`config.mk`:
```
export PLATFORM = sky130hd
export DESIGN_NAME = adc_rate_reset_ctrl
export DESIGN_NICKNAME = d
export VERILOG_FILES = /design/src/rtl/adc_ctrl_pkg.sv /design/src/rtl/adc_rate_reset_ctrl.sv /design/src/rtl/fs_timebase.sv
export SDC_FILE = /design/constraint.sdc
export NUM_CORES = 1
export LEC_CHECK = 0
export ABC_AREA = 1
export BUFFER_PORTS_ARGS = -buffer_cell sky130_fd_sc_hd__buf_2
export CORE_MARGIN = 3
export CORE_UTILIZATION = 55
export CTS_CLUSTER_DIAMETER = 40
export DETAILED_ROUTE_END_ITERATION = 16
export PLACE_DENSITY_LB_ADDON = 0.3
export SYNTH_ARGS = -nofsm -noshare
export SYNTH_HDL_FRONTEND = slang
export SYNTH_SLANG_ARGS = --single-unit
export TNS_END_PERCENT = 100
```
`constraint.sdc`:
```
create_clock -name clk_i -period 12.9 [get_ports clk_i]
set_input_delay 1.935 -clock clk_i [delete_from_list [all_inputs] [get_ports clk_i]]
set_output_delay 1.935 -clock clk_i [all_outputs]
set_load 0.01 [all_outputs]
```
`src/rtl/adc_ctrl_pkg.sv`:
```
// constants and types of the converter rate, reset and power-down control
package adc_ctrl_pkg;

  ////////////////////////////////////////////////////////////////////////////
  // bus and register map
  localparam int         ADR_W           = 8;
  localparam int         DAT_W           = 32;
  localparam logic [7:0] CTRL_OFS        = 8'h00;
  localparam logic [7:0] STATUS_OFS      = 8'h04;
  localparam logic [7:0] LEFT_OFS        = 8'h08;
  localparam logic [7:0] RIGHT_OFS       = 8'h0C;
  localparam int         CTRL_FORCE_BIT  = 0;
  localparam int         CTRL_BYPASS_BIT = 1;
  localparam logic [1:0] CTRL_RESET      = 2'h0;
  localparam int         ST_STATE_LSB    = 0;
  localparam int         ST_VALID_BIT    = 5;
  localparam int         ST_PDOWN_BIT    = 6;
  localparam int         ST_ERR_BIT      = 7;
  localparam int         ST_RATE_LSB     = 8;
  localparam int         ST_RATIO_LSB    = 16;

  ////////////////////////////////////////////////////////////////////////////
  // widths and timing counts
  localparam int          SAMPLE_W       = 24;
  localparam int          RATIO_W        = 10;
  localparam int          PD_W           = 17;
  localparam int          SETTLE_W       = 11;
  localparam int          ACC_W          = 8;
  localparam int          HPF_SHIFT      = 10;
  localparam logic [16:0] PDOWN_SAMPLES  = 17'h10000;
  localparam logic [10:0] SETTLE_SAMPLES = 11'h45C;
  localparam logic [4:0]  SCALE_BASE     = 5'h10;
  localparam logic [2:0]  OVER_BASE      = 3'h7;
  localparam logic [7:0]  OVER_SINGLE    = 8'h80;

  ////////////////////////////////////////////////////////////////////////////
  // clock ratios and rates
  localparam logic [9:0] RATIO_128   = 10'h080;
  localparam logic [9:0] RATIO_192   = 10'h0C0;
  localparam logic [9:0] RATIO_256   = 10'h100;
  localparam logic [9:0] RATIO_384   = 10'h180;
  localparam logic [9:0] RATIO_512   = 10'h200;
  localparam logic [9:0] RATIO_768   = 10'h300;
  localparam logic [1:0] RATE_SINGLE = 2'h0;
  localparam logic [1:0] RATE_DUAL   = 2'h1;
  localparam logic [1:0] RATE_QUAD   = 2'h2;

  ////////////////////////////////////////////////////////////////////////////
  // types
  typedef enum logic [4:0] {
    ST_RESET  = 5'h01,
    ST_HOLD   = 5'h02,
    ST_SETTLE = 5'h04,
    ST_RUN    = 5'h08,
    ST_PDOWN  = 5'h10
  } seq_state_t;

  typedef struct packed {
    logic       slave;
    logic       one_bit;
    logic [2:0] rate_sel;
  } pin_cfg_t;

  typedef struct packed {
    logic       err;
    logic [1:0] rate;
    logic [9:0] ratio;
  } mode_t;

endpackage

```
`src/rtl/adc_rate_reset_ctrl.sv`:
```
// rate decode, reset sequencing, power-down and decimation control of the converter
//
// Register access over Wishbone and the register addresses were left to the implementer.
`timescale 1ns/1ps
`default_nettype none
module adc_rate_reset_ctrl
#(
  parameter logic [adc_ctrl_pkg::PD_W-1:0]     PDOWN_SAMPLES_P  = adc_ctrl_pkg::PDOWN_SAMPLES,
  parameter logic [adc_ctrl_pkg::SETTLE_W-1:0] SETTLE_SAMPLES_P = adc_ctrl_pkg::SETTLE_SAMPLES
)
(
  // clock and reset
  input  wire logic                             clk_i,
  input  wire logic                             rst_i,
  // wishbone slave
  input  wire logic                             wb_cyc_i,
  input  wire logic                             wb_stb_i,
  input  wire logic                             wb_we_i,
  input  wire logic [adc_ctrl_pkg::ADR_W-1:0]   wb_adr_i,
  input  wire logic [3:0]                       wb_sel_i,
  input  wire logic [adc_ctrl_pkg::DAT_W-1:0]   wb_dat_i,
  output logic [adc_ctrl_pkg::DAT_W-1:0]        wb_dat_o,
  output logic                                  wb_ack_o,
  // configuration and reset pins
  input  wire logic                             reset_n_i,
  input  wire logic                             power_good_i,
  input  wire logic                             slave_mode_i,
  input  wire logic                             one_bit_stream_mode_i,
  input  wire logic                             rate_select_msb_i,
  input  wire logic                             rate_select_mid_i,
  input  wire logic                             rate_select_lsb_i,
  input  wire logic                             word_select_clock_i,
  // modulator side
  input  wire logic                             mod_left_i,
  input  wire logic                             mod_right_i,
  output logic                                  mod_tick_o,
  // audio side
  output logic [adc_ctrl_pkg::SAMPLE_W-1:0]     sample_left_o,
  output logic [adc_ctrl_pkg::SAMPLE_W-1:0]     sample_right_o,
  output logic                                  sample_valid_o,
  output logic                                  stream_left_out_o,
  output logic                                  stream_right_out_o,
  // status
  output logic                                  output_valid_o,
  output logic                                  power_down_o,
  output logic                                  config_error_o
);
  import adc_ctrl_pkg::*;

  ////////////////////////////////////////////////////////////////////////////
  // rate decoding
  function automatic logic legal_ratio(input logic [RATIO_W-1:0] r);
    legal_ratio = (r == RATIO_128) || (r == RATIO_256) || (r == RATIO_384) ||
                  (r == RATIO_512) || (r == RATIO_768);
  endfunction

  function automatic mode_t decode_mode(input pin_cfg_t c, input logic [RATIO_W-1:0] det);
    mode_t m;
    m = '0;
    if (!c.slave)
    begin
      // master table
      m.rate = c.rate_sel[2] ? (c.rate_sel[1] ? RATE_QUAD : RATE_DUAL) : RATE_SINGLE;
      case (c.rate_sel)
        3'h0:    m.ratio = RATIO_768;
        3'h1:    m.ratio = RATIO_512;
        3'h2:    m.ratio = RATIO_384;
        3'h3:    m.ratio = RATIO_256;
        3'h4:    m.ratio = RATIO_384;
        3'h5:    m.ratio = RATIO_256;
        3'h6:    m.ratio = RATIO_192;
        default: m.ratio = RATIO_128;
      endcase
      if (c.one_bit)
      begin
        m.rate = RATE_DUAL;
        m.err  = (c.rate_sel != 3'h4) && (c.rate_sel != 3'h5);
      end
    end
    else
    begin
      // slave table, ratio from measurement
      m.ratio = det;
      case (c.rate_sel)
        3'h0:    m.rate = RATE_SINGLE;
        3'h1:    m.rate = RATE_DUAL;
        3'h2:    m.rate = RATE_QUAD;
        default: m.err  = 1'b1;
      endcase
      if (!legal_ratio(det))
        m.err = 1'b1;
      if (m.rate == RATE_QUAD && det != RATIO_128)
        m.err = 1'b1;
      if (c.one_bit)
        m.err = 1'b1;
    end
    decode_mode = m;
  endfunction

  pin_cfg_t           cfg;
  mode_t              mode;
  logic [RATIO_W-1:0] det_ratio;
  logic               det_valid, fs_tick, mod_tick;
  logic [2:0]         over_shift;

  always_comb
  begin
    cfg        = '{slave: slave_mode_i, one_bit: one_bit_stream_mode_i,
                   rate_sel: {rate_select_msb_i, rate_select_mid_i, rate_select_lsb_i}};
    mode       = decode_mode(cfg, det_ratio);
    over_shift = OVER_BASE - {1'b0, mode.rate};
  end

  fs_timebase fs_timebase_inst
  (
    .clk_i               (clk_i),
    .rst_i               (rst_i),
    .slave_i             (slave_mode_i),
    .word_select_clock_i (word_select_clock_i),
    .master_ratio_i      (slave_mode_i ? 10'h000 : mode.ratio),
    .over_shift_i        (over_shift),
    .fs_tick_o           (fs_tick),
    .mod_tick_o          (mod_tick),
    .ratio_o             (det_ratio),
    .ratio_valid_o       (det_valid)
  );

  ////////////////////////////////////////////////////////////////////////////
  // wishbone registers
  logic [1:0]       ctrl_q, ctrl_d;
  logic             ack_q, ack_d;
  logic [DAT_W-1:0] rdat_q, rdat_d;
  logic             bus_req;
  seq_state_t       state_q, state_d;
  logic [SAMPLE_W-1:0] left_q, right_q;

  always_comb
  begin
    bus_req = wb_cyc_i & wb_stb_i & ~ack_q;
    ack_d   = bus_req;
    ctrl_d  = ctrl_q;
    rdat_d  = rdat_q;
    if (bus_req && wb_we_i && wb_adr_i == CTRL_OFS && wb_sel_i[0])
      ctrl_d = wb_dat_i[1:0];
    if (bus_req)
    begin
      case (wb_adr_i)
        CTRL_OFS:   rdat_d = {30'h0, ctrl_q};
        STATUS_OFS:
        begin
          rdat_d = '0;
          rdat_d[ST_STATE_LSB +: 5]        = state_q;
          rdat_d[ST_VALID_BIT]             = output_valid_o;
          rdat_d[ST_PDOWN_BIT]             = power_down_o;
          rdat_d[ST_ERR_BIT]               = config_error_o;
          rdat_d[ST_RATE_LSB +: 2]         = mode.rate;
          rdat_d[ST_RATIO_LSB +: RATIO_W]  = mode.ratio;
        end
        LEFT_OFS:   rdat_d = {8'h00, left_q};
        RIGHT_OFS:  rdat_d = {8'h00, right_q};
        default:    rdat_d = 32'h0000_0000;
      endcase
    end
  end

  always_ff @(posedge clk_i)
  begin
    if (rst_i)
    begin
      ctrl_q <= CTRL_RESET;
      ack_q  <= 1'b0;
      rdat_q <= 32'h0000_0000;
    end
    else
    begin
      ctrl_q <= ctrl_d;
      ack_q  <= ack_d;
      rdat_q <= rdat_d;
    end
  end

  assign wb_ack_o = ack_q;
  assign wb_dat_o = rdat_q;

  ////////////////////////////////////////////////////////////////////////////
  // reset and power-down sequencer
  logic [PD_W-1:0]     pd_q, pd_d;
  logic [SETTLE_W-1:0] settle_q, settle_d;
  logic                hold_req, pin_low, cfg_bad, running;

  always_comb
  begin
    pin_low  = ~reset_n_i;
    cfg_bad  = mode.err | (slave_mode_i & ~det_valid);
    hold_req = pin_low | ~power_good_i | ctrl_q[CTRL_FORCE_BIT] | cfg_bad;
    state_d  = state_q;
    pd_d     = pd_q;
    settle_d = settle_q;
    case (state_q)
      ST_RESET:
      begin
        settle_d = '0;
        if (pin_low && power_good_i && fs_tick)
        begin
          // more than the limit of sample periods low
          if (pd_q == PDOWN_SAMPLES_P)
            state_d = ST_PDOWN;
          else
            pd_d = pd_q + 17'h00001;
        end
        else if (!pin_low)
          pd_d = '0;
        if (!hold_req)
          state_d = ST_HOLD;
      end
      ST_HOLD:
      begin
        pd_d = '0;
        if (hold_req)
          state_d = ST_RESET;
        else if (fs_tick)
          state_d = ST_SETTLE;
      end
      ST_SETTLE:
      begin
        if (hold_req)
          state_d = ST_RESET;
        else if (fs_tick)
        begin
          settle_d = settle_q + 11'h001;
          if (settle_q == SETTLE_SAMPLES_P - 11'h001)
            state_d = ST_RUN;
        end
      end
      ST_RUN:
      begin
        if (hold_req)
          state_d = ST_RESET;
      end
      ST_PDOWN:
      begin
        pd_d     = '0;
        settle_d = '0;
        if (!pin_low || !power_good_i)
          state_d = hold_req ? ST_RESET : ST_HOLD;
      end
      default:
        state_d = ST_RESET;
    endcase
  end

  always_ff @(posedge clk_i)
  begin
    if (rst_i)
    begin
      state_q  <= ST_RESET;
      pd_q     <= '0;
      settle_q <= '0;
    end
    else
    begin
      state_q  <= state_d;
      pd_q     <= pd_d;
      settle_q <= settle_d;
    end
  end

  assign running        = (state_q == ST_RUN);
  assign output_valid_o = running;
  assign power_down_o   = (state_q == ST_PDOWN);
  assign config_error_o = mode.err;
  assign mod_tick_o     = mod_tick;

  ////////////////////////////////////////////////////////////////////////////
  // per-channel decimation, dc removal and one-bit path
  logic [1:0]                       mod_bit;
  logic [1:0][SAMPLE_W-1:0]         smp_q;
  logic [1:0]                       strm_q;
  logic                             svalid_q, svalid_d;
  logic [7:0]                       nominal;
  logic [4:0]                       scale;

  assign mod_bit = {mod_right_i, mod_left_i};

  always_comb
  begin
    nominal  = OVER_SINGLE >> mode.rate;
    scale    = SCALE_BASE + {3'h0, mode.rate};
    svalid_d = fs_tick & running & ~cfg.one_bit;
  end

  genvar ch;
  generate
    for (ch = 0; ch < 2; ch++)
    begin : g_chan
      logic [ACC_W-1:0]           acc_q, acc_d;
      logic signed [SAMPLE_W-1:0] dc_q, dc_d, hp, sat;
      logic signed [24:0]         wide;
      logic [SAMPLE_W-1:0]        smp_d;
      logic                       strm_d;

      always_comb
      begin
        // count of ones over the period
        acc_d = acc_q;
        if (fs_tick)
          acc_d = {7'h00, mod_tick & mod_bit[ch]};
        else if (mod_tick)
          acc_d = acc_q + {7'h00, mod_bit[ch]};
        wide = ($signed({16'h0000, acc_q, 1'b0}) - $signed({17'h00000, nominal})) <<< scale;
        if (wide > $signed(25'h07FFFFF))
          sat = 24'h7FFFFF;
        else
          sat = wide[SAMPLE_W-1:0];
        hp    = sat - dc_q;
        dc_d  = dc_q;
        smp_d = smp_q[ch];
        if (!running || cfg.one_bit)
        begin
          dc_d  = '0;
          smp_d = '0;
        end
        else if (fs_tick)
        begin
          dc_d  = dc_q + (hp >>> HPF_SHIFT);
          smp_d = ctrl_q[CTRL_BYPASS_BIT] ? sat : hp;
        end
        // raw modulator bit straight out
        strm_d = strm_q[ch];
        if (!running || !cfg.one_bit)
          strm_d = 1'b0;
        else if (mod_tick)
          strm_d = mod_bit[ch];
      end

      always_ff @(posedge clk_i)
      begin
        if (rst_i)
        begin
          acc_q      <= '0;
          dc_q       <= '0;
          smp_q[ch]  <= '0;
          strm_q[ch] <= 1'b0;
        end
        else
        begin
          acc_q      <= acc_d;
          dc_q       <= dc_d;
          smp_q[ch]  <= smp_d;
          strm_q[ch] <= strm_d;
        end
      end
    end
  endgenerate

  always_ff @(posedge clk_i)
  begin
    if (rst_i)
      svalid_q <= 1'b0;
    else
      svalid_q <= svalid_d;
  end

  assign left_q             = smp_q[0];
  assign right_q            = smp_q[1];
  assign sample_left_o      = smp_q[0];
  assign sample_right_o     = smp_q[1];
  assign sample_valid_o     = svalid_q;
  assign stream_left_out_o  = strm_q[0];
  assign stream_right_out_o = strm_q[1];

endmodule
`default_nettype wire

```
`src/rtl/fs_timebase.sv`:
```
// sample-period and modulator tick generation with word clock ratio measurement
`timescale 1ns/1ps
`default_nettype none
module fs_timebase
(
  // clock and reset
  input  wire logic                        clk_i,
  input  wire logic                        rst_i,
  // configuration
  input  wire logic                        slave_i,
  input  wire logic                        word_select_clock_i,
  input  wire logic [adc_ctrl_pkg::RATIO_W-1:0] master_ratio_i,
  input  wire logic [2:0]                  over_shift_i,
  // timing
  output logic                             fs_tick_o,
  output logic                             mod_tick_o,
  output logic [adc_ctrl_pkg::RATIO_W-1:0] ratio_o,
  output logic                             ratio_valid_o
);
  import adc_ctrl_pkg::*;

  logic               wclk_q, wclk_d;
  logic [RATIO_W-1:0] per_q, per_d, ratio_q, ratio_d, mod_q, mod_d, div;
  logic               seen_q, seen_d, valid_q, valid_d;
  logic               fs_q, fs_d, modt_q, modt_d, rise, per_end, mod_end;

  ////////////////////////////////////////////////////////////////////////////
  // period counter and ratio measurement
  always_comb
  begin
    rise    = word_select_clock_i & ~wclk_q;
    per_end = (per_q == master_ratio_i - 10'h001);
    wclk_d  = word_select_clock_i;
    per_d   = per_q;
    ratio_d = ratio_q;
    seen_d  = seen_q;
    valid_d = valid_q;
    fs_d    = 1'b0;
    if (slave_i)
    begin
      // rising word clock edges pace the sample period
      fs_d = rise;
      if (rise)
      begin
        per_d   = 10'h001;
        ratio_d = per_q;
        seen_d  = 1'b1;
        valid_d = seen_q;
      end
      else if (per_q != 10'h3FF)
        per_d = per_q + 10'h001;
      else
        valid_d = 1'b0;
    end
    else
    begin
      fs_d    = per_end;
      per_d   = per_end ? 10'h000 : per_q + 10'h001;
      seen_d  = 1'b0;
      valid_d = 1'b0;
    end
  end

  ////////////////////////////////////////////////////////////////////////////
  // modulator tick, restarted at each sample period
  always_comb
  begin
    div     = (slave_i ? ratio_q : master_ratio_i) >> over_shift_i;
    mod_end = (div > 10'h001) && (mod_q == div - 10'h001);
    modt_d  = mod_end;
    mod_d   = (fs_d || mod_end) ? 10'h000 : mod_q + 10'h001;
  end

  always_ff @(posedge clk_i)
  begin
    if (rst_i)
    begin
      wclk_q  <= 1'b0;
      per_q   <= 10'h000;
      ratio_q <= 10'h000;
      seen_q  <= 1'b0;
      valid_q <= 1'b0;
      fs_q    <= 1'b0;
      mod_q   <= 10'h000;
      modt_q  <= 1'b0;
    end
    else
    begin
      wclk_q  <= wclk_d;
      per_q   <= per_d;
      ratio_q <= ratio_d;
      seen_q  <= seen_d;
      valid_q <= valid_d;
      fs_q    <= fs_d;
      mod_q   <= mod_d;
      modt_q  <= modt_d;
    end
  end

  assign fs_tick_o     = fs_q;
  assign mod_tick_o    = modt_q;
  assign ratio_o       = ratio_q;
  assign ratio_valid_o = valid_q;

endmodule
`default_nettype wire

```
==> results of run 1 <==
-- how the worst min path moves through the flow --
stage / cells past startpoint / slack [ns] / end / startpoint
2_1_floorplan: 2 / 0.43 / fs_timebase_inst.seen_q / fs_timebase_inst.seen_q
3_3_place_gp: 2 / 0.44 / fs_timebase_inst.seen_q / fs_timebase_inst.seen_q
3_5_place_dp: 2 / 0.46 / fs_timebase_inst.seen_q / fs_timebase_inst.seen_q
4_1_cts: 2 / 0.46 / wb_dat_o[13] / wb_dat_o[13]
5_1_grt: 2 / 0.49 / wb_dat_o[2] / wb_dat_o[2]
6_report: 2 / 0.46 / wb_dat_o[1] / wb_dat_o[1]
-- tightest hold or removal path: stages (launching register included) --
cell and delay [ns]:
dfxtp_1 0.30, nand2_1 0.06, a21oi_1 0.05
-- where the power goes --
part | internal, uW | total [uW] | switching, uW
registers | 672 | 686 | 14.4
clock network | 670 | 1030 | 364
logic | 258 | 830 | 571
total | 1600 | 2550 | 950
-- layer usage --
layer / vias up / wire length (um) / track usage, %
li1: 8330 / - / -
met1: 7461 / 21300 / 40.2
met2: 615 / 20300 / 48.6
met3: 140 / 3100 / 4.43
met4: 0 / 2020 / 12.9
met5: - / 0 / 0
-- cell usage after synthesis, types with 13 or more instances --
master / count / share of area (%)
inv_2: 16 / 0.39
a211oi_1: 16 / 0.77
o211ai_1: 31 / 1.5
clkbuf_1: 52 / 1.3
nand4_1: 33 / 1.3
o221ai_1: 17 / 0.96
o21ai_1: 14 / 0.45
inv_1: 360 / 8.7
nor2_1: 199 / 4.8
nor3_1: 48 / 1.5
nand3_1: 167 / 5.4
or2_2: 28 / 1.1
nor4_1: 17 / 0.68
a221oi_1: 13 / 0.73
nand2_2: 13 / 0.52
nand2_1: 555 / 13
ha_1: 83 / 6.7
dfxtp_1: 212 / 27
o21ai_0: 166 / 5.3
o41ai_1: 25 / 1.4
xor2_1: 33 / 1.9
a21oi_1: 202 / 6.5
-- flip-flops by register name, summed over array words and instances, names as in the netlist, 5 cells and up --
| signal | cells |
|---|---|
| fs_timebase_inst.ratio_o | 10 |
| state_q | 5 |
| g_chan.dc_q | 48 |
| fs_timebase_inst.per_q | 10 |
| sample_right_o | 24 |
| settle_q | 11 |
| fs_timebase_inst.mod_q | 10 |
| pd_q | 17 |
| sample_left_o | 24 |
| g_chan.acc_q | 16 |
| wb_dat_o | 26 |
-- logic make-up (layout without fill, tap and decap cells) --
kind of cell	count (synthesis)	in the layout	synth area share, %
buffers and inverters	454	570	11.5
other	2	8	0.0483
and+or+nand+nor	1099	1099	31.0
xor gates and xnor gates	46	46	2.64
DFF	212	212	27.3
AOI/OAI and AO/OA	544	544	20.6
adders and majority gates	85	85	6.93
-- area by class of cell --
cell class	count	share of cell area, %
Clock buffer	47	5.98
Tap cell	372	2.64
Timing Repair Buffer	119	3.54
Sequential cell	212	24.1
Clock inverter	25	1.56
Inverter	379	8.07
Multi-Input combinational cell	1782	54.1
-- through the flow --
step | util [%] | instances | cell area, um2
2_1_floorplan | - | 2448 | 15600
6_report | 64.4 | 2936 | 17700
5_1_grt | 64.4 | 2936 | 17700
3_5_place_dp | 59.6 | 2864 | 16300
3_3_place_gp | 59.6 | 2864 | 16300
4_1_cts | 64.4 | 2936 | 17700
==> results.md, run 1 <==
- Final Max Slew Viols: 0
- Crit. path cell count: 40
- Most frequent cells in the layout: nand2_1, inv_1, dfxtp_1, a21oi_1, nor2_1
- Clk root buf: clkbuf_16
- Clk_skew: 0.0223 ns
- Routed vias: 16500
- Place WS: 3.88 ns
- Worst Setup End Kind: flop
- Lkg Pwr: 0.00813 uW
- Antenna violations before repair: 0
- VDD IR max: 0.132 mV
- Multi-input gate area: 0.00956 mm2
- CTS buffer count: 39
- Most common cell after layout, fill and taps aside: nand2_1
- N_diodes: 0
- R2R depth: 35
- Max Cap Violations: 0
- Worst stage delay on the critical path: 0.67 ns
- WP buf/inv: 6
- Via density: 5.64
- CP max stage cell: ha_1
- Layout cells sized above 1: 11.1%
- Ys Warns: 0
- Avg Cell Area, Syn: 6.37 um2
- Worst-path clk slew: 0.05 ns
- Crit path max-delay family: simple AND/OR/NAND/NOR gates
- Routed wire per std cell: 15.9 um
- Post-Syn Area: 0.0156 mm2
- Fin worst setup slack: 4.21 ns
- Crit path from: rate_select_mid_i
- NumNets Final: 2677
- First-pass DRT Iterations: 6
- Routed wire length: 46700 um
- First-pass GRT wire length: 76500 um
- Post-route ant nets: 0
- Status: completed
- Largest net degree at the start of global routing: 69
- Layout area overhead: 13.5%
- Worst hold path type: flop to flop
- WHS: 0.463 ns
- Critical Path Fanout Max: 36
- Cell Pwr Density: 144 mW/mm2
- Die width: 174 um
- Worst-Margin Slew: 0.830 ns
- CTS Sinks: 212
- Clock latency at the later pin of the worst-skew pair: 0.52 ns
- Fill count: 2559
- Row count: 60
- Register area: 0.00425 mm2
- HPWL after detailed placement: 35400 um
- Initial Util: 56.8%
- Worst R2R End: g_chan[1].dc_q[22]
- Crit path time final: 8.69 ns
- Final Hold Violating Endpoints: 0
- Library cells used by synthesis: 57
- FF-to-FF Start: g_chan[1].acc_q[3]
- Yosys reg bits: 212
- RSZ-0062 raised after global routing: false
- CP Capture Point: g_chan[1].dc_q[22]
- Endpoints failing setup: 0
- Worst reg2reg setup slack: 6.95 ns
- Synthesized instance count: 2442
- Asr flop ratio synth: 0%
- Period utilization: 67.4%
- Critical path data required time: 13.31 ns
- Slew headroom: 44.7%
- Post-CTS resize count: 0
- CTS Buffer Depth: 3
- Port Buffers: 107
- Post-CTS Setup Bufs: 0
- Die Y-Extent: 174 um
- Worst Setup Start Kind: primary input
- Global-route usage over all layers: 30.1%
- Io pins: 147
- Iter 0 DRT Violations: 1628
- EDFF count, synth: 0
- CTS tree: built
- Total power: 2550 uW
- Most used flip-flop cell after synthesis: dfxtp_1
- Hold buffer count at cts: 0
- DIE AREA: 0.0303 mm2
- Vias in the first global route: 15500
- Global route overflow: 0
- Critical setup path kind: primary input to flop
- Highest attainable clock frequency: 115 MHz
- Final TNS setup: 0 ns
- Sequential area share after synthesis: 27.3%
- Core area: 0.0274 mm2
- DR DRC count: 0
- CP arrival: 9.09 ns
- Top cell by count, worst path: nand2_1
- RePlAce Congestion: 0.941
- H-tree depth: 2
Power figures use the tool's default switching activity.
==> run 2: changes to the inputs <==
==> constraint.sdc (replaced) <==
create_clock -name clk_i -period 8.3 [get_ports clk_i]
set_input_delay 1.245 -clock clk_i [delete_from_list [all_inputs] [get_ports clk_i]]
set_output_delay 1.245 -clock clk_i [all_outputs]
set_load 0.01 [all_outputs]
==> run 2 against run 1 <==
Effect of this change: wire length rose by 1.2%; critical path depth fell by 1; power rose by 58%; utilization rose by 0.26 points; first-iteration DRC count fell by 2.9%.
==> results.md, run 2 (synthesis gave the netlist of run 1 again) <==
- VDD IR max: 0.152 mV (+16%)
- Iter 0 DRT Violations: 1581 (-2.9%)
- Routed vias: 16700 (+1.1%)
- Highest attainable clock frequency: 139 MHz
- Routed wire length: 47300 um (+1.2%)
- CTS Buffer Depth: 3 (unchanged)
- Antenna violations before repair: 0 (unchanged)
- Largest net degree at the start of global routing: 69 (unchanged)
- CTS Sinks: 212 (unchanged)
- Core area: 0.0274 mm2 (unchanged)
- First-pass DRT Iterations: 5 (-1)
- N_diodes: 0 (unchanged)
- Row count: 60 (unchanged)
- Slew headroom: 44.0% (-0.72 points)
- Lkg Pwr: 0.00817 uW (+0.49%)
- Post-CTS resize count: 0 (unchanged)
- Most common cell after layout, fill and taps aside: nand2_1
- Clk root buf: clkbuf_16
- Layout cells sized above 1: 11.2% (+0.039 points)
- Worst Setup End Kind: flop
- Via density: 5.70 (+1.1%)
- WP buf/inv: 9 (+3)
- Critical path data required time: 8.70 ns (-4.61 ns)
- Worst hold path type: flop to flop
- CP arrival: 7.58 ns (-1.51 ns)
- Final TNS setup: 0 ns (unchanged)
- NumNets Final: 2680 (+0.11%)
- Global route overflow: 0 (unchanged)
- First-pass GRT wire length: 76300 um (-0.35%)
- CTS buffer count: 39 (unchanged)
- Clk_skew: 0.0168 ns (-0.00545 ns)
- CTS tree: built
- RePlAce Congestion: 0.929 (-1.2%)
- Period utilization: 86.5%
- Status: completed
- Endpoints failing setup: 0 (unchanged)
- Cell Pwr Density: 227 mW/mm2 (+57%)
- Number of flip-flops in the largest register: 48 (unchanged)
- Hold buffer count at cts: 0 (unchanged)
- HPWL after detailed placement: 35600 um (+0.70%)
- Final Hold Violating Endpoints: 0 (unchanged)
- RSZ-0062 raised after global routing: false
- H-tree depth: 2 (unchanged)
- Post-CTS Setup Bufs: 0 (unchanged)
- Layout area overhead: 13.9%
- Worst Setup Start Kind: primary input
- Crit path time final: 7.18 ns
- Die width: 174 um (unchanged)
- Routed wire per std cell: 16.1 um (+1.2%)
- Crit path max-delay family: simple AND/OR/NAND/NOR gates
- Worst-path clk slew: 0.06 ns (about the same)
- Critical setup path kind: primary input to flop
- Post-route ant nets: 0 (unchanged)
- Vias in the first global route: 15300 (-1.5%)
- DR DRC count: 0 (unchanged)
- Die Y-Extent: 174 um (unchanged)
- Port Buffers: 107 (unchanged)
- Critical Path Fanout Max: 19 (-47%)
- Top reg by flops: g_chan.dc_q
- Worst stage delay on the critical path: 0.54 ns (-0.13 ns)
- DIE AREA: 0.0303 mm2 (unchanged)
- Top cell by count, worst path: nand2_1
- Initial Util: 56.8% (unchanged)
- Final Cell Area: 0.0177 mm2 (+0.40%)
- Final Max Slew Viols: 0 (unchanged)
- Max Cap Violations: 0 (unchanged)
- Placed instance area: 0.0164 mm2 (+0.21%)
- Worst-Margin Slew: 0.841 ns (+0.0108 ns)
- Clock latency at the later pin of the worst-skew pair: 0.52 ns (about the same)
- CP max stage cell: nor4_1
- Io pins: 147 (unchanged)
- Most frequent cells in the layout: nand2_1, inv_1, dfxtp_1, a21oi_1, nor2_1
- Global-route usage over all layers: 30.0% (-0.16 points)
==> run 2: cell count changes in the layout (fill, tap and decap cells not counted), sizes merged <==
cell      change
buf           +3
bufinv        +1
clkbuf        -1
clkinv        -2
clkinvlp      -2
inv           +1
==> run 2: final timing paths <==
kind | start | end | slack [ns] | depth (start not counted)
setup / recovery | rate_select_mid_i | g_chan[0].dc_q[16] | 1.12 | 39
hold / removal | wb_dat_o[0] | wb_dat_o[0] | 0.46 | 2
setup reg to reg | g_chan[0].acc_q[3] | g_chan[0].dc_q[16] | 2.53 | 32
hold reg to reg | wb_dat_o[0] | wb_dat_o[0] | 0.46 | 2
==> run 2: final cells by class <==
type	instances	area, um2
Clock inverter	23	293
Multi-Input combinational cell	1782	9560
Timing Repair Buffer	122	661
Sequential cell	212	4250
Fill cell	2514	9680
Inverter	379	1430
Clock buffer	46	1070
Tap cell	372	465
==> run 2: power by group <==
| part | switching, uW | leakage, uW | internal, uW |
|---|---|---|---|
| Combinational | 890 | 0.00580 | 405 |
| Sequential | 23.4 | 0.00171 | 1040 |
| Clock | 574 | 0.000660 | 1090 |
| Total | 1490 | 0.00817 | 2540 |
==> run 2: worst reg2reg max path, delay by kind of cell, from the launching register on <==
family                     cells  cell delay, ns
xor gates and xnor gates       1            0.10
adders and majority gates      4            1.16
AOI/OAI and AO/OA              7            1.48
DFF                            1            0.37
and+or+nand+nor               15            2.17
buffers and inverters          5            0.39
==> run 2: through the flow <==
stage / utilization, % / worst slack [ns] / std cells / power (uW) / hold WS [ns]
after floorplan: - / 1.61 / 2448 / 2060 / 0.433
after global placement: 59.7 / 0.903 / 2867 / 2320 / 0.440
after detailed placement: 59.7 / 0.799 / 2867 / 2350 / 0.452
after CTS: 64.7 / 1.30 / 2936 / 4020 / 0.461
after global routing: 64.7 / 0.500 / 2936 / 4260 / 0.486
final: 64.7 / 1.12 / 2936 / 4030 / 0.461
==> run 2: metal layers <==
metal / track usage [%] / part of all wire [%] / vias to the layer above
li1: - / - / 8326
met3: 4.08 / 6.8 / 110
met5: 0 / 0 / -
met2: 48.3 / 44 / 609
met4: 11.0 / 3.5 / 0
met1: 41.0 / 46 / 7691
==> run 3: changes to the inputs <==
--- a/config.mk
+++ b/config.mk
@@ -12,6 +12,7 @@
 export CTS_CLUSTER_DIAMETER = 40
 export DETAILED_ROUTE_END_ITERATION = 16
 export PLACE_DENSITY_LB_ADDON = 0.3
+export REMOVE_ABC_BUFFERS = 1
 export SYNTH_ARGS = -nofsm -noshare
 export SYNTH_HDL_FRONTEND = slang
 export SYNTH_SLANG_ARGS = --single-unit
==> run 3 against run 2 <==
Effect of this change: critical path type unchanged; fmax increased by 1.5%; final area decreased by 0.85%; highest routed layer unchanged; utilization decreased by 0.55 points; clock-buffer cell count decreased by 4.
==> results.md, run 3 (synthesis gave the netlist of run 1 again) <==
- Global route overflow: 0 (unchanged)
- Port Buffers: 107 (unchanged)
- Cell Pwr Density: 223 mW/mm2 (-1.9%)
- Clk_skew: 0.0236 ns (+0.00681 ns)
- Status: completed
- Initial Util: 56.8% (unchanged)
- Worst Setup Start Kind: primary input
- Largest net degree at the start of global routing: 78 (+13%)
- Iter 0 DRT Violations: 1382 (-13%)
- Switching pwr: 1500 uW (+0.67%)
- N_diodes: 0 (unchanged)
- Global-route usage over all layers: 30.0% (+0.072 points)
- DR DRC count: 0 (unchanged)
- Lkg Pwr: 0.00810 uW (-0.87%)
- Hold buffer count at cts: 0 (unchanged)
- RePlAce Congestion: 0.967 (+4.1%)
- Final Hold Violating Endpoints: 0 (unchanged)
- Combinational power share: 33.7% (+1.5 points)
- Io pins: 147 (unchanged)
- Min-delay src: wb_dat_o[17]
- CP arrival: 7.46 ns (-0.12 ns)
- Clock share of power: 39.1% (-2.2 points)
- Period utilization: 85.2% (-1.3 points)
- Die Y-Extent: 174 um (unchanged)
- Worst stage delay on the critical path: 0.36 ns (-0.18 ns)
- Routed vias: 16700 (-0.20%)
- Via density: 5.70 (about the same)
- RSZ-0062 raised after global routing: false
- Highest attainable clock frequency: 141 MHz (+1.5%)
- Final Max Slew Viols: 0 (unchanged)
- Endpoints failing setup: 0 (unchanged)
- Crit path time final: 7.07 ns (-0.109 ns)
- Core area: 0.0274 mm2 (unchanged)
- Worst-path clk slew: 0.06 ns (about the same)
- CP max stage cell: ha_1
- Number of flip-flops in the largest register: 48 (unchanged)
- Max Cap Violations: 0 (unchanged)
- Die width: 174 um (unchanged)
- FF-to-FF Start: g_chan[1].acc_q[3]
- Most common cell after layout, fill and taps aside: nand2_1
- Worst Setup End Kind: flop
- Layout cells sized above 1: 10.9% (-0.25 points)
- Sequential share of power: 27.2% (+0.7 points)
- Critical path data required time: 8.69 ns (about the same)
- First-pass GRT wire length: 75800 um (-0.65%)
- Post-CTS Setup Bufs: 0 (unchanged)
- Top reg by flops: g_chan.dc_q
- VDD IR max: 0.181 mV (+19%)
- Row count: 60 (unchanged)
- H-tree depth: 2 (unchanged)
- First-pass DRT Iterations: 5 (unchanged)
- Final Cell Area: 0.0176 mm2 (-0.85%)
- Routed wire length: 47500 um (+0.38%)
- Clk root buf: clkbuf_16
- Sw frac: 38.3% (+1.3 points)
- Routed wire per std cell: 16.2 um (+0.59%)
- Placed instance area: 0.0163 mm2 (-0.12%)
- HPWL after detailed placement: 35900 um (+0.70%)
- Clock latency at the later pin of the worst-skew pair: 0.52 ns (about the same)
- WHS: 0.461 ns (+0.0000740 ns)
- CTS Sinks: 212 (unchanged)
- Antenna violations before repair: 0 (unchanged)
- Final TNS setup: 0 ns (unchanged)
- Most frequent cells in the layout: nand2_1, inv_1, dfxtp_1, a21oi_1, nor2_1
- CTS Buffer Depth: 3 (unchanged)
- Slew headroom: 23.9% (-20 points)
- Vias in the first global route: 15700 (+2.7%)
- Post-CTS resize count: 0 (unchanged)
- Layout area overhead: 13.0%
- CTS buffer count: 37 (-5.1%)
- Worst hold path type: flop to flop
- Critical setup path kind: primary input to flop
- Post-route ant nets: 0 (unchanged)
- DIE AREA: 0.0303 mm2 (unchanged)
- Critical Path Fanout Max: 19 (unchanged)
- Int Pwr: 2420 uW (-4.7%)
- NumNets Final: 2677 (-0.11%)
- CTS tree: built
- Crit path from: rate_select_mid_i
- Worst-Margin Slew: 1.14 ns (+0.297 ns)
==> run 3: changes by cell type in the layout (fill, tap and decap cells not counted), sizes merged <==
cell | before | now
buf | 122 | 121
clkbuf | 46 | 42
bufinv | 5 | 4
clkinv | 6 | 7
clkinvlp | 5 | 4
==> run 3: per-layer routing <==
metal	wire length (um)	track usage, %	vias up	share of wire [%]
met5	0	0	-	0
li1	-	-	8312	-
met4	2170	13.6	0	4.6
met2	21500	50.3	649	45
met3	3640	5.33	142	7.7
met1	20200	37.7	7599	42
==> run 3: area by class of cell <==
| cell class | instances | area (um2) |
|---|---|---|
| flip-flops and latches | 212 | 4250 |
| multi-input cells | 1782 | 9560 |
| fillers | 2553 | 9830 |
| clock inverters | 22 | 273 |
| repair buffers | 121 | 641 |
| clock buffers | 42 | 965 |
| well taps | 372 | 465 |
| inverters | 379 | 1430 |
==> run 3: stage by stage <==
stage	power (uW)	instances	setup slack, ns	utilization (%)
finish	3920	2930	1.23	64.1
floorplan	2040	2373	1.63	-
global placement	2340	2866	0.991	59.6
CTS	3910	2930	1.34	64.1
detailed placement	2370	2866	0.890	59.6
global route	4130	2930	0.609	64.1
==> run 3: worst paths after layout <==
path / depth (start not counted) / to / slack [ns]
worst max-delay path: 42 / g_chan[0].dc_q[19] / 1.23
worst min-delay path: 2 / wb_dat_o[17] / 0.46
worst max register to register: 35 / g_chan[1].dc_q[22] / 2.55
worst min register to register: 2 / wb_dat_o[17] / 0.46
==> run 3: worst max-delay path, delay by kind of cell <==
kind	cells	cell delay, ns
compound gates	8	1.61
fa+ha+maj	4	1.12
buf+inv	8	0.88
simple gates	22	2.61
==> run 3: power groups by stage <==
stage,combinational [uW],clock (uW),sequential [uW]
after CTS,1290,1550,1070
after detailed placement,1290,0,1090
final,1320,1530,1070
after global routing,1470,1600,1070
after floorplan,953,0,1080
after global placement,1260,0,1080
